==> config.mk <==
export PLATFORM = sky130hd
export DESIGN_NAME = tlic_top
export DESIGN_NICKNAME = d
export VERILOG_FILES = /design/src/tlic_pkg.sv /design/src/tlic_poll.sv /design/src/tlic_top.sv
export SDC_FILE = /design/constraint.sdc
export NUM_CORES = 1
export LEC_CHECK = 0
export ABC_AREA = 1
export BUFFER_PORTS_ARGS = -buffer_cell sky130_fd_sc_hd__clkbuf_2
export CAP_MARGIN = 20
export CORE_MARGIN = 5
export CORE_UTILIZATION = 50
export CTS_BUF_LIST = sky130_fd_sc_hd__clkbuf_8
export CTS_CLUSTER_SIZE = 20
export DETAILED_ROUTE_END_ITERATION = 6
export GPL_TIMING_DRIVEN = 0
export PLACE_DENSITY_LB_ADDON = 0.3
export SLEW_MARGIN = 20
export SYNTH_ARGS = -nofsm -noshare
export SYNTH_HDL_FRONTEND = slang
export SYNTH_SLANG_ARGS = --single-unit
==> constraint.sdc <==
create_clock -name mclk -period 1.35 [get_ports mclk]
set_input_delay 0.0675 -clock mclk [delete_from_list [all_inputs] [get_ports mclk]]
set_output_delay 0.0675 -clock mclk [all_outputs]
set_load 0.05 [all_outputs]
==> src/tlic_pkg.sv <==
// package for the two level interrupt controller: register map, fields, vectors
// assumes a core that reads an 8-bit special register space over a plain port
// Behaviour
// (RULE1) eleven sources arbitrated over two priority levels, high and low
// (RULE2) main enable: bit 7 global, then adc, t2, uart, t1, ext1, t0, ext0
// (RULE3) main priority: bits 6..0 adc down to ext0; bit 7 reserved; 1 is high
// (RULE4) secondary: priorities of interval, supply, serial2 at 6..4, enables at 2..0
// (RULE5) software keeps bit 3 of the secondary register at zero
// (RULE6) reset values: secondary a0, main enable and main priority zero
// (RULE7) an enabled high request may preempt a low routine in service
// (RULE8) same-cycle requests of both levels: the high one is taken first
// (RULE9) no preemption by a request of the same level; it waits for return
// (RULE10) equal level ties follow a fixed poll order, supply monitor first
// (RULE11) on acceptance the core is told to push the program counter
// (RULE12) each source has its own fixed vector address loaded into the counter
// (RULE13) with interrupt mode set, a watchdog timeout interrupts instead of resetting
// (RULE14) watchdog is always high priority and ignores the global enable
// (RULE15) watchdog interrupts only when its timeout setting is above zero
// (RULE16) active levels are tracked and released on return from interrupt
package tlic_pkg;
    // ************************************************************
    // register map
    // ************************************************************
    localparam logic [7:0] ADDR_IE_MAIN  = 8'ha8;
    localparam logic [7:0] ADDR_IE_SEC   = 8'ha9;
    localparam logic [7:0] ADDR_IP_MAIN  = 8'hb8;
    localparam logic [7:0] ADDR_STATUS   = 8'hc0;
    localparam logic [7:0] ADDR_MASK     = 8'hc1;
    localparam logic [7:0] RST_IE_MAIN   = 8'h00;
    localparam logic [7:0] RST_IE_SEC    = 8'ha0;
    localparam logic [7:0] RST_IP_MAIN   = 8'h00;
    localparam logic [7:0] MASK_IP_MAIN  = 8'h7f;
    localparam logic [7:0] MASK_IE_SEC   = 8'h77;
    localparam logic [7:0] MASK_STATUS   = 8'h07;
    localparam int         BIT_GLOBAL    = 7;
    // ************************************************************
    // source indices in poll order, 0 polls first
    // ************************************************************
    localparam int NSRC      = 11;
    localparam int S_PSM     = 0;
    localparam int S_WDOG    = 1;
    localparam int S_EXT0    = 2;
    localparam int S_ADC     = 3;
    localparam int S_T0      = 4;
    localparam int S_EXT1    = 5;
    localparam int S_T1      = 6;
    localparam int S_SER2    = 7;
    localparam int S_UART    = 8;
    localparam int S_T2      = 9;
    localparam int S_TIC     = 10;
    // status event bits
    localparam int EV_TAKE   = 0;
    localparam int EV_PREEMPT= 1;
    localparam int EV_WDOG   = 2;
    // vector addresses indexed by poll position
    localparam logic [15:0] VEC_TABLE [NSRC] = '{
        16'h0043, 16'h005b, 16'h0003, 16'h0033, 16'h000b, 16'h0013,
        16'h001b, 16'h003b, 16'h0023, 16'h002b, 16'h0053};
    localparam logic [3:0] SRC_NONE = 4'hf;
endpackage

==> src/tlic_poll.sv <==
// fixed order poll: lowest index with a request wins
// assumes a request vector built in the same cycle
`timescale 1ns/1ps
`default_nettype none
module tlic_poll #(
    parameter int N = 11
) (
    // requests
    input  wire logic [N-1:0] req,
    // winner
    output logic              found,
    output logic [3:0]        idx
);
    // scan downward so the lowest index is left last
    always_comb begin
        found = 1'b0;
        idx   = 4'h0;
        for (int i = N - 1; i >= 0; i--) begin
            if (req[i]) begin
                found = 1'b1; // RULE10
                idx   = 4'(i);
            end
        end
    end
endmodule
`default_nettype wire

==> src/tlic_top.sv <==
// two level interrupt controller: enables, priorities, poll, vector, nesting
// assumes the core is synchronous to mclk, takes irq_take as a one cycle pulse,
// and pulses reti_pulse when it executes return from interrupt
// assumes each flag stays high until the core's handler clears it
//
// Decided for this implementation: the plain strobed port.
`timescale 1ns/1ps
`default_nettype none
module tlic_top #(
    parameter int WDOG_TW = 4
) (
    // clock and reset
    input  wire logic               mclk,
    input  wire logic               arst_n,
    input  wire logic               clk_en,

    // register port
    input  wire logic [7:0]         reg_addr,
    input  wire logic [7:0]         reg_wdata,
    input  wire logic               reg_wr,
    input  wire logic               reg_rd,
    output logic [7:0]              reg_rdata,

    // peripheral flags
    input  wire logic               supply_monitor_flag,
    input  wire logic               watchdog_timeout_flag,
    input  wire logic               watchdog_interrupt_mode,
    input  wire logic [WDOG_TW-1:0] watchdog_timeout_setting,
    input  wire logic               ext0_request_flag,
    input  wire logic               primary_adc_ready_flag,
    input  wire logic               aux_adc_ready_flag,
    input  wire logic               timer0_overflow_flag,
    input  wire logic               ext1_request_flag,
    input  wire logic               timer1_overflow_flag,
    input  wire logic               spi_transfer_flag,
    input  wire logic               twowire_transfer_flag,
    input  wire logic               uart_rx_done_flag,
    input  wire logic               uart_tx_done_flag,
    input  wire logic               timer2_overflow_flag,
    input  wire logic               timer2_external_flag,
    input  wire logic               interval_counter_flag,

    // core handshake
    input  wire logic               core_ready,
    input  wire logic               reti_pulse,
    output logic                    irq_take,
    output logic                    push_pc,
    output logic [15:0]             vector_addr,
    output logic [3:0]              src_index,
    output logic                    wdog_reset_req,
    output logic                    in_high,
    output logic                    in_low,
    output logic                    irq_out
);
    // ************************************************************
    // state
    // ************************************************************
    typedef enum logic [1:0] {
        ST_IDLE = 2'b00,
        ST_PUSH = 2'b01,
        ST_JUMP = 2'b10
    } tlic_phase_t;

    typedef struct packed {
        // software registers
        logic [7:0]  ie_main;
        logic [7:0]  ie_sec;
        logic [7:0]  ip_main;

        // event status and its mask
        logic [7:0]  status;
        logic [7:0]  mask;

        // read data slot
        logic [7:0]  rdata;

        // sequencer and levels in service
        tlic_phase_t phase;
        logic        act_hi;
        logic        act_lo;

        // strobes to the core
        logic        take;
        logic        push;

        // chosen source and vector
        logic [15:0] vec;
        logic [3:0]  src;
        logic        pend_hi;

        // level outputs
        logic        wdrst;
        logic        irq;
    } tlic_state_t;

    // current and next copy of all state
    tlic_state_t s_q;
    tlic_state_t s_d;

    // ************************************************************
    // request and level assembly
    // ************************************************************
    // per source, in poll order
    logic [10:0] raw;
    logic [10:0] en;
    logic [10:0] hi;
    logic [10:0] req_hi;
    logic [10:0] req_lo;

    // winner of each level
    logic        f_hi;
    logic        f_lo;
    // poll index of each winner
    logic [3:0]  i_hi;
    logic [3:0]  i_lo;

    // watchdog may interrupt
    logic        wdog_arm;

    // timeout of zero never interrupts
    // a zero setting takes the reset path
    assign wdog_arm = watchdog_interrupt_mode && (watchdog_timeout_setting != '0); // RULE15

    // shared flags combine into one source each
    // the handler must clear both flags of a pair
    always_comb begin
        raw               = '0;
        raw[tlic_pkg::S_PSM]  = supply_monitor_flag;
        raw[tlic_pkg::S_WDOG] = watchdog_timeout_flag && wdog_arm; // RULE13
        raw[tlic_pkg::S_EXT0] = ext0_request_flag;
        raw[tlic_pkg::S_ADC]  = primary_adc_ready_flag | aux_adc_ready_flag;
        raw[tlic_pkg::S_T0]   = timer0_overflow_flag;
        raw[tlic_pkg::S_EXT1] = ext1_request_flag;
        raw[tlic_pkg::S_T1]   = timer1_overflow_flag;
        raw[tlic_pkg::S_SER2] = spi_transfer_flag | twowire_transfer_flag;
        raw[tlic_pkg::S_UART] = uart_rx_done_flag | uart_tx_done_flag;
        raw[tlic_pkg::S_T2]   = timer2_overflow_flag | timer2_external_flag;
        raw[tlic_pkg::S_TIC]  = interval_counter_flag;
    end

    // enables and priorities mapped from register bits
    always_comb begin
        en                    = '0;
        hi                    = '0;
        // main enable bits
        en[tlic_pkg::S_EXT0]  = s_q.ie_main[0]; // RULE2
        en[tlic_pkg::S_T0]    = s_q.ie_main[1];
        en[tlic_pkg::S_EXT1]  = s_q.ie_main[2];
        en[tlic_pkg::S_T1]    = s_q.ie_main[3];
        en[tlic_pkg::S_UART]  = s_q.ie_main[4];
        en[tlic_pkg::S_T2]    = s_q.ie_main[5];
        en[tlic_pkg::S_ADC]   = s_q.ie_main[6];

        // secondary enable bits
        en[tlic_pkg::S_SER2]  = s_q.ie_sec[0]; // RULE4
        en[tlic_pkg::S_PSM]   = s_q.ie_sec[1];
        en[tlic_pkg::S_TIC]   = s_q.ie_sec[2];

        // main priority bits
        hi[tlic_pkg::S_EXT0]  = s_q.ip_main[0]; // RULE3
        hi[tlic_pkg::S_T0]    = s_q.ip_main[1];
        hi[tlic_pkg::S_EXT1]  = s_q.ip_main[2];
        hi[tlic_pkg::S_T1]    = s_q.ip_main[3];
        hi[tlic_pkg::S_UART]  = s_q.ip_main[4];
        hi[tlic_pkg::S_T2]    = s_q.ip_main[5];
        hi[tlic_pkg::S_ADC]   = s_q.ip_main[6];

        // secondary priority bits
        hi[tlic_pkg::S_SER2]  = s_q.ie_sec[4]; // RULE4
        hi[tlic_pkg::S_PSM]   = s_q.ie_sec[5];
        hi[tlic_pkg::S_TIC]   = s_q.ie_sec[6];
        hi[tlic_pkg::S_WDOG]  = 1'b1; // RULE14
        // global enable gates all but the watchdog
        en = en & {11{s_q.ie_main[tlic_pkg::BIT_GLOBAL]}};
        en[tlic_pkg::S_WDOG]  = 1'b1; // RULE14
    end

    // flag, enable and matching level
    assign req_hi = raw & en & hi;  // RULE1
    assign req_lo = raw & en & ~hi;

    // ************************************************************
    // poll instances, one per level
    // ************************************************************
    // level test first, poll order second
    tlic_poll #(.N(tlic_pkg::NSRC)) u_poll_hi (
        .req   (req_hi),
        .found (f_hi),
        .idx   (i_hi)
    );

    tlic_poll #(.N(tlic_pkg::NSRC)) u_poll_lo (
        .req   (req_lo),
        .found (f_lo),
        .idx   (i_lo)
    );

    // masked write for registers with reserved bits
    // reserved positions store zero after every write; secondary bit 7 keeps its reset one until then
    function automatic logic [7:0] wmask(input logic [7:0] v, input logic [7:0] m);
        return v & m;
    endfunction

    // ************************************************************
    // next state
    // ************************************************************
    always_comb begin
        logic can_hi;
        logic can_lo;
        logic [7:0] ev;
        can_hi = 1'b0;
        can_lo = 1'b0;
        ev     = '0;
        // hold by default; strobes drop to zero
        s_d    = s_q;
        s_d.take  = 1'b0;
        s_d.push  = 1'b0;
        s_d.rdata = '0;
        // reset request when it may not interrupt
        s_d.wdrst = watchdog_timeout_flag && !wdog_arm; // RULE13

        // high may enter over a low routine, never over another high
        can_hi = f_hi && !s_q.act_hi;               // RULE7 RULE9
        can_lo = f_lo && !s_q.act_hi && !s_q.act_lo; // RULE9

        // return releases the innermost level first
        // a high level always sits over a low one
        if (reti_pulse) begin
            if (s_q.act_hi) begin
                s_d.act_hi = 1'b0; // RULE16
            end else begin
                s_d.act_lo = 1'b0; // RULE16
            end
        end

        // decide, push, jump, then one gap cycle
        // the gap lets the core fetch the vector
        case (s_q.phase)
            ST_IDLE: begin
                // a return in flight blocks the decision
                if (core_ready && !reti_pulse && (can_hi || can_lo)) begin
                    // high wins over low arriving together
                    if (can_hi) begin // RULE8
                        s_d.src     = i_hi;
                        s_d.pend_hi = 1'b1;
                        if (s_q.act_lo) begin
                            ev[tlic_pkg::EV_PREEMPT] = 1'b1;
                        end
                    end else begin
                        // low only with no level in service
                        s_d.src     = i_lo;
                        s_d.pend_hi = 1'b0;
                    end
                    s_d.push  = 1'b1; // RULE11
                    s_d.phase = ST_PUSH;
                end
            end
            ST_PUSH: begin
                // vector and level land with the take
                s_d.vec   = tlic_pkg::VEC_TABLE[s_q.src]; // RULE12
                s_d.take  = 1'b1;
                s_d.phase = ST_JUMP;
                ev[tlic_pkg::EV_TAKE] = 1'b1;
                if (s_q.src == 4'(tlic_pkg::S_WDOG)) begin
                    ev[tlic_pkg::EV_WDOG] = 1'b1;
                end
                if (s_q.pend_hi) begin
                    s_d.act_hi = 1'b1; // RULE16
                end else begin
                    s_d.act_lo = 1'b1; // RULE16
                end
            end
            ST_JUMP: begin
                // gap cycle, nothing decided
                s_d.phase = ST_IDLE;
            end
            default: begin
                // unused code back to idle
                s_d.phase = ST_IDLE;
            end
        endcase

        // register writes; bit 3 of secondary forced zero
        // status clears by writing ones
        if (reg_wr) begin
            case (reg_addr)
                tlic_pkg::ADDR_IE_MAIN: s_d.ie_main = reg_wdata;
                tlic_pkg::ADDR_IE_SEC:  s_d.ie_sec  = wmask(reg_wdata, tlic_pkg::MASK_IE_SEC); // RULE5
                tlic_pkg::ADDR_IP_MAIN: s_d.ip_main = wmask(reg_wdata, tlic_pkg::MASK_IP_MAIN);
                tlic_pkg::ADDR_STATUS:  s_d.status  = s_q.status & ~reg_wdata;
                tlic_pkg::ADDR_MASK:    s_d.mask    = wmask(reg_wdata, tlic_pkg::MASK_STATUS);
                default: ;
            endcase
        end
        // set beats a clear in the same cycle
        s_d.status = (s_d.status | ev) & tlic_pkg::MASK_STATUS;

        // read data one cycle after the strobe; unmapped reads zero
        // reads have no side effects
        if (reg_rd) begin
            case (reg_addr)
                tlic_pkg::ADDR_IE_MAIN: s_d.rdata = s_q.ie_main;
                tlic_pkg::ADDR_IE_SEC:  s_d.rdata = s_q.ie_sec;
                tlic_pkg::ADDR_IP_MAIN: s_d.rdata = s_q.ip_main;
                tlic_pkg::ADDR_STATUS:  s_d.rdata = s_q.status;
                tlic_pkg::ADDR_MASK:    s_d.rdata = s_q.mask;
                default:                s_d.rdata = '0;
            endcase
        end
        // from next values, so the pin is a flop
        s_d.irq = |(s_d.status & s_d.mask);
    end

    // ************************************************************
    // state register
    // ************************************************************
    // clock enable freezes everything, pulses included
    // limitation: strobes stretch while clk_en is low
    always_ff @(posedge mclk or negedge arst_n) begin
        if (!arst_n) begin
            // power-on values
            s_q         <= '0;
            s_q.ie_main <= tlic_pkg::RST_IE_MAIN; // RULE6
            s_q.ie_sec  <= tlic_pkg::RST_IE_SEC;  // RULE6
            s_q.ip_main <= tlic_pkg::RST_IP_MAIN; // RULE6
            s_q.phase   <= ST_IDLE;
            s_q.src     <= tlic_pkg::SRC_NONE;
        end else if (clk_en) begin
            s_q <= s_d;
        end
    end

    // outputs straight from the state register
    assign reg_rdata      = s_q.rdata;

    // to the core
    assign irq_take       = s_q.take;
    assign push_pc        = s_q.push;
    assign vector_addr    = s_q.vec;
    assign src_index      = s_q.src;
    assign wdog_reset_req = s_q.wdrst;

    // levels and the level interrupt
    assign in_high        = s_q.act_hi;
    assign in_low         = s_q.act_lo;
    assign irq_out        = s_q.irq;
endmodule
`default_nettype wire

==> flow_summary.yaml <==
routing:
  drtIter0Drc: 218
  antenna_left: 0
  routedWlPerCell_um: 14.76
  wl_met2_um: 4766
  dr.max_layer_used: "met4"
  met3_length_um: 487
  via_per_inst: 5.313
  num_vias: 3326
  drcViolationCount: 0
  wl_met1_um: 3724
  firstDrtPassIters: 4
  routed_wirelength_um: 9242
yosys:
  netlist.area_leader.share_pct: 36.12
  synth_cell_type_count: 35
  synth_area_leader_cell: "dfrtp_1"
  synthArstFlopShare_pct: 100.0
  synth-xor-area-share_pct: 0.2634
  synthMuxAreaShare_pct: 0.3386
  synth_compound_area_share_pct: 10.46
  synth-simple-area-share_pct: 33.22
  synth.avg_cell_area_um2: 7.473
  yosysWarnings: 0
  synth_edf_count: 0
  synth-adder-area-share_pct: 0
  synthTopCellsByArea: "dfrtp_1, nand2_1, inv_1, buf_4, o21ai_0"
  ys_seq_elements: 54
  netlist_area_um2: 3326
  synth_top_family_by_area: "simple AND/OR/NAND/NOR gates"
  syn_inst: 445
  seq_area_frac_synth_pct: 40.86
  synth_ff_type: "dfrtp_1"
grt:
  grt_max_degree: 55
  grt_pass1_vias: 3326
  grt_pass1_wl_um: 15330
  grt_overflow: 0
  antenna_found_initial: 0
  track_usage_pct: 22.32
run_status:
  violations: "setup timing"
  status: "finished, violations left"
finish:
  diodes: 0
  fin_nets: 591
  drive_above_1_share_pct: 35.52
  final_area_um2: 4283
  layout_common_cells: "nand2_1, clkbuf_2, inv_1, dfrtp_1, buf_4"
  syn2layout_area_growth_pct: 28.78
  num-fill-cells: 503
  final_common_cell: "nand2_1"
worst_setup_path:
  cp-end-kind: "register"
  cp_max_fo: 8
  crit_type: "register to register"
  crit_arrival_ns: 1.85
  required_ns: 1.57
  cp_slowest_stage_delay_ns: 0.40
  start_kind: "register"
  path_cells: "buf_6 -> buf_16 -> nand4_2 -> nand2_2 -> nor2_4 -> nand3_2 -> nand2_2 -> nand2_4 -> nand2_4 -> inv_2 -> nor2_2 -> nor2_2"
  crit_slowest_cell: "dfrtp_1"
  ff2ff_setup_slack_ns: -0.28
sta:
  hold_viol_final: 0
  clock_skew_ns: 0.008572
  rsz0062_at_grt: "true"
  tightest_slew_ns: 0.7489
  setup_viol: 9
  clock.fmax_mhz: 613.1
  slew_violations: 0
  period_needed_ns: 1.631
  slew_headroom_pct: 50.07
  final.setup.worst_slack_ns: -0.2811
  fin_crit_sh_pct: 120.8
placed_design:
  pre_cts_slack_ns: -0.3072
  portBuffers: 66
  place_hpwl_um: 6527
  place_congestion: 0.9044
  place_area_um2: 3792
pwr:
  ir_drop_mv: 0.9436
  powerDensity_nw_per_um2: 1111
  leakage_nw: 2.294
die:
  die_w_um: 91.56
  fp.coreArea_um2: 6422
  ios: 77
  rows: 29
  start_util_pct: 51.78
  design.die.area_um2: 8382
  fp.dieH_um: 91.56
clocking:
  cts_buffers: 5
  clkTransAtPathRegs_ns: 0.10
  cts_htree_levels: 2
  cts-root-buf: "clkbuf_8"
  cts_max_path_buffers: 2
  cts.sinks: 54
  cts_tree: "built"
  insertion_delay_ns: 0.31
run:
  cap_violations: 0
hold_path:
  hold_class: "primary input to register"
## Yosys cell counts (2+ instances only)
| master | n |
|---|---|
| buf_4 | 29 |
| clkbuf_1 | 4 |
| inv_1 | 59 |
| o21a_1 | 3 |
| nor2_4 | 3 |
| nand2_2 | 7 |
| dfrtp_1 | 48 |
| nand4_2 | 7 |
| nor2_1 | 30 |
| buf_6 | 2 |
| nor3_1 | 8 |
| a21oi_1 | 6 |
| o21ai_0 | 42 |
| dfstp_2 | 6 |
| nand3_1 | 28 |
| buf_2 | 2 |
| nor2_2 | 6 |
| nand3b_1 | 3 |
| nand4_1 | 5 |
| nand3_2 | 3 |
| o22ai_1 | 4 |
| nand2_1 | 122 |
| o221ai_1 | 3 |
| o21ai_1 | 2 |
| nand2_4 | 3 |
## kinds of logic (layout without fill, tap and decap cells)
group,count (synthesis),count (layout)
other,1,10
flip-flops,54,54
buffers and inverters,97,191
AO/OA/AOI/OAI,63,63
XOR/XNOR,1,1
AND/OR/NAND/NOR,228,229
multiplexers,1,1
## timing repair
| action | in CTS | in global routing |
|---|---|---|
| setup endpoints to repair | 17 | 28 |
| buffers inserted | 12 | 5 |
| cloned | 2 | 0 |
| hold buffers | 4 | 0 |
| gates resized for setup | 23 | 39 |
| pin swaps | 9 | 16 |
| hold endpoints to repair | 51 | 0 |
## state kept, by name, indices dropped and copies added (netlist names)
| name | count |
|---|---|
| irq_out | 1 |
| src_index | 4 |
| in_high | 1 |
| reg_rdata | 8 |
| push_pc | 1 |
| wdog_reset_req | 1 |
| irq_take | 1 |
| hi | 10 |
| vector_addr | 5 |
| s_q | 21 |
| in_low | 1 |
## where the power goes
part	internal, mW	switching (mW)	leakage (nW)
clock	0.359	0.546	0.0416
combinational	0.628	1.21	1.65
sequential	1.84	0.176	0.606
total	2.83	1.93	2.29
## cell type report
cell class              instances  area, um2  area share, %
repair buffers                 86      526.8          12.30
clock buffers                   5      68.82          1.607
well taps                      77      96.34          2.249
clock inverters                 3      18.77         0.4382
plain buffers                  37      277.8          6.486
multi-input cells             304       1710          39.94
inverters                      60      225.2          5.259
flip-flops and latches         54       1359          31.73
## metal layers
layer  vias to the layer above  GRT usage, %
met5                         -             0
met4                         0         7.915
met3                        22         3.471
met2                       123         39.26
met1                      1587         27.65
li1                       1594             -
## worst max-delay path, delay by kind of cell (launching register included)
kind / cells / cell delay (ns)
and+or+nand+nor: 9 / 0.78
DFF: 1 / 0.40
buffers and inverters: 3 / 0.36
## worst paths after layout
kind / cells after the start / end / start
max in group asynchronous: 2 / reg_rdata[5] / arst_n
max: 12 / s_q[2] / s_q[76]
min in group asynchronous: 2 / s_q[70] / arst_n
min reg2reg: 2 / s_q[68] / s_q[68]
max reg2reg: 12 / s_q[2] / s_q[76]
min: 3 / hi[8] / reg_wdata[4]
## stage by stage
stage / hold WS, ns / power, mW / instances / setup TNS, ns / utilization [%]
2_1_floorplan: -0.2281 / 3.271 / 454 / -0.4541 / -
3_3_place_gp: 0.2822 / 3.636 / 597 / -4.919 / 59.01
3_5_place_dp: 0.2014 / 3.672 / 597 / -6.000 / 59.05
4_1_cts: 0.005532 / 4.675 / 623 / -1.924 / 64.31
5_1_grt: 0.02384 / 5.015 / 626 / -2.960 / 66.69
6_report: 0.007210 / 4.758 / 626 / -1.940 / 66.69
Power figures use the tool's default switching activity.
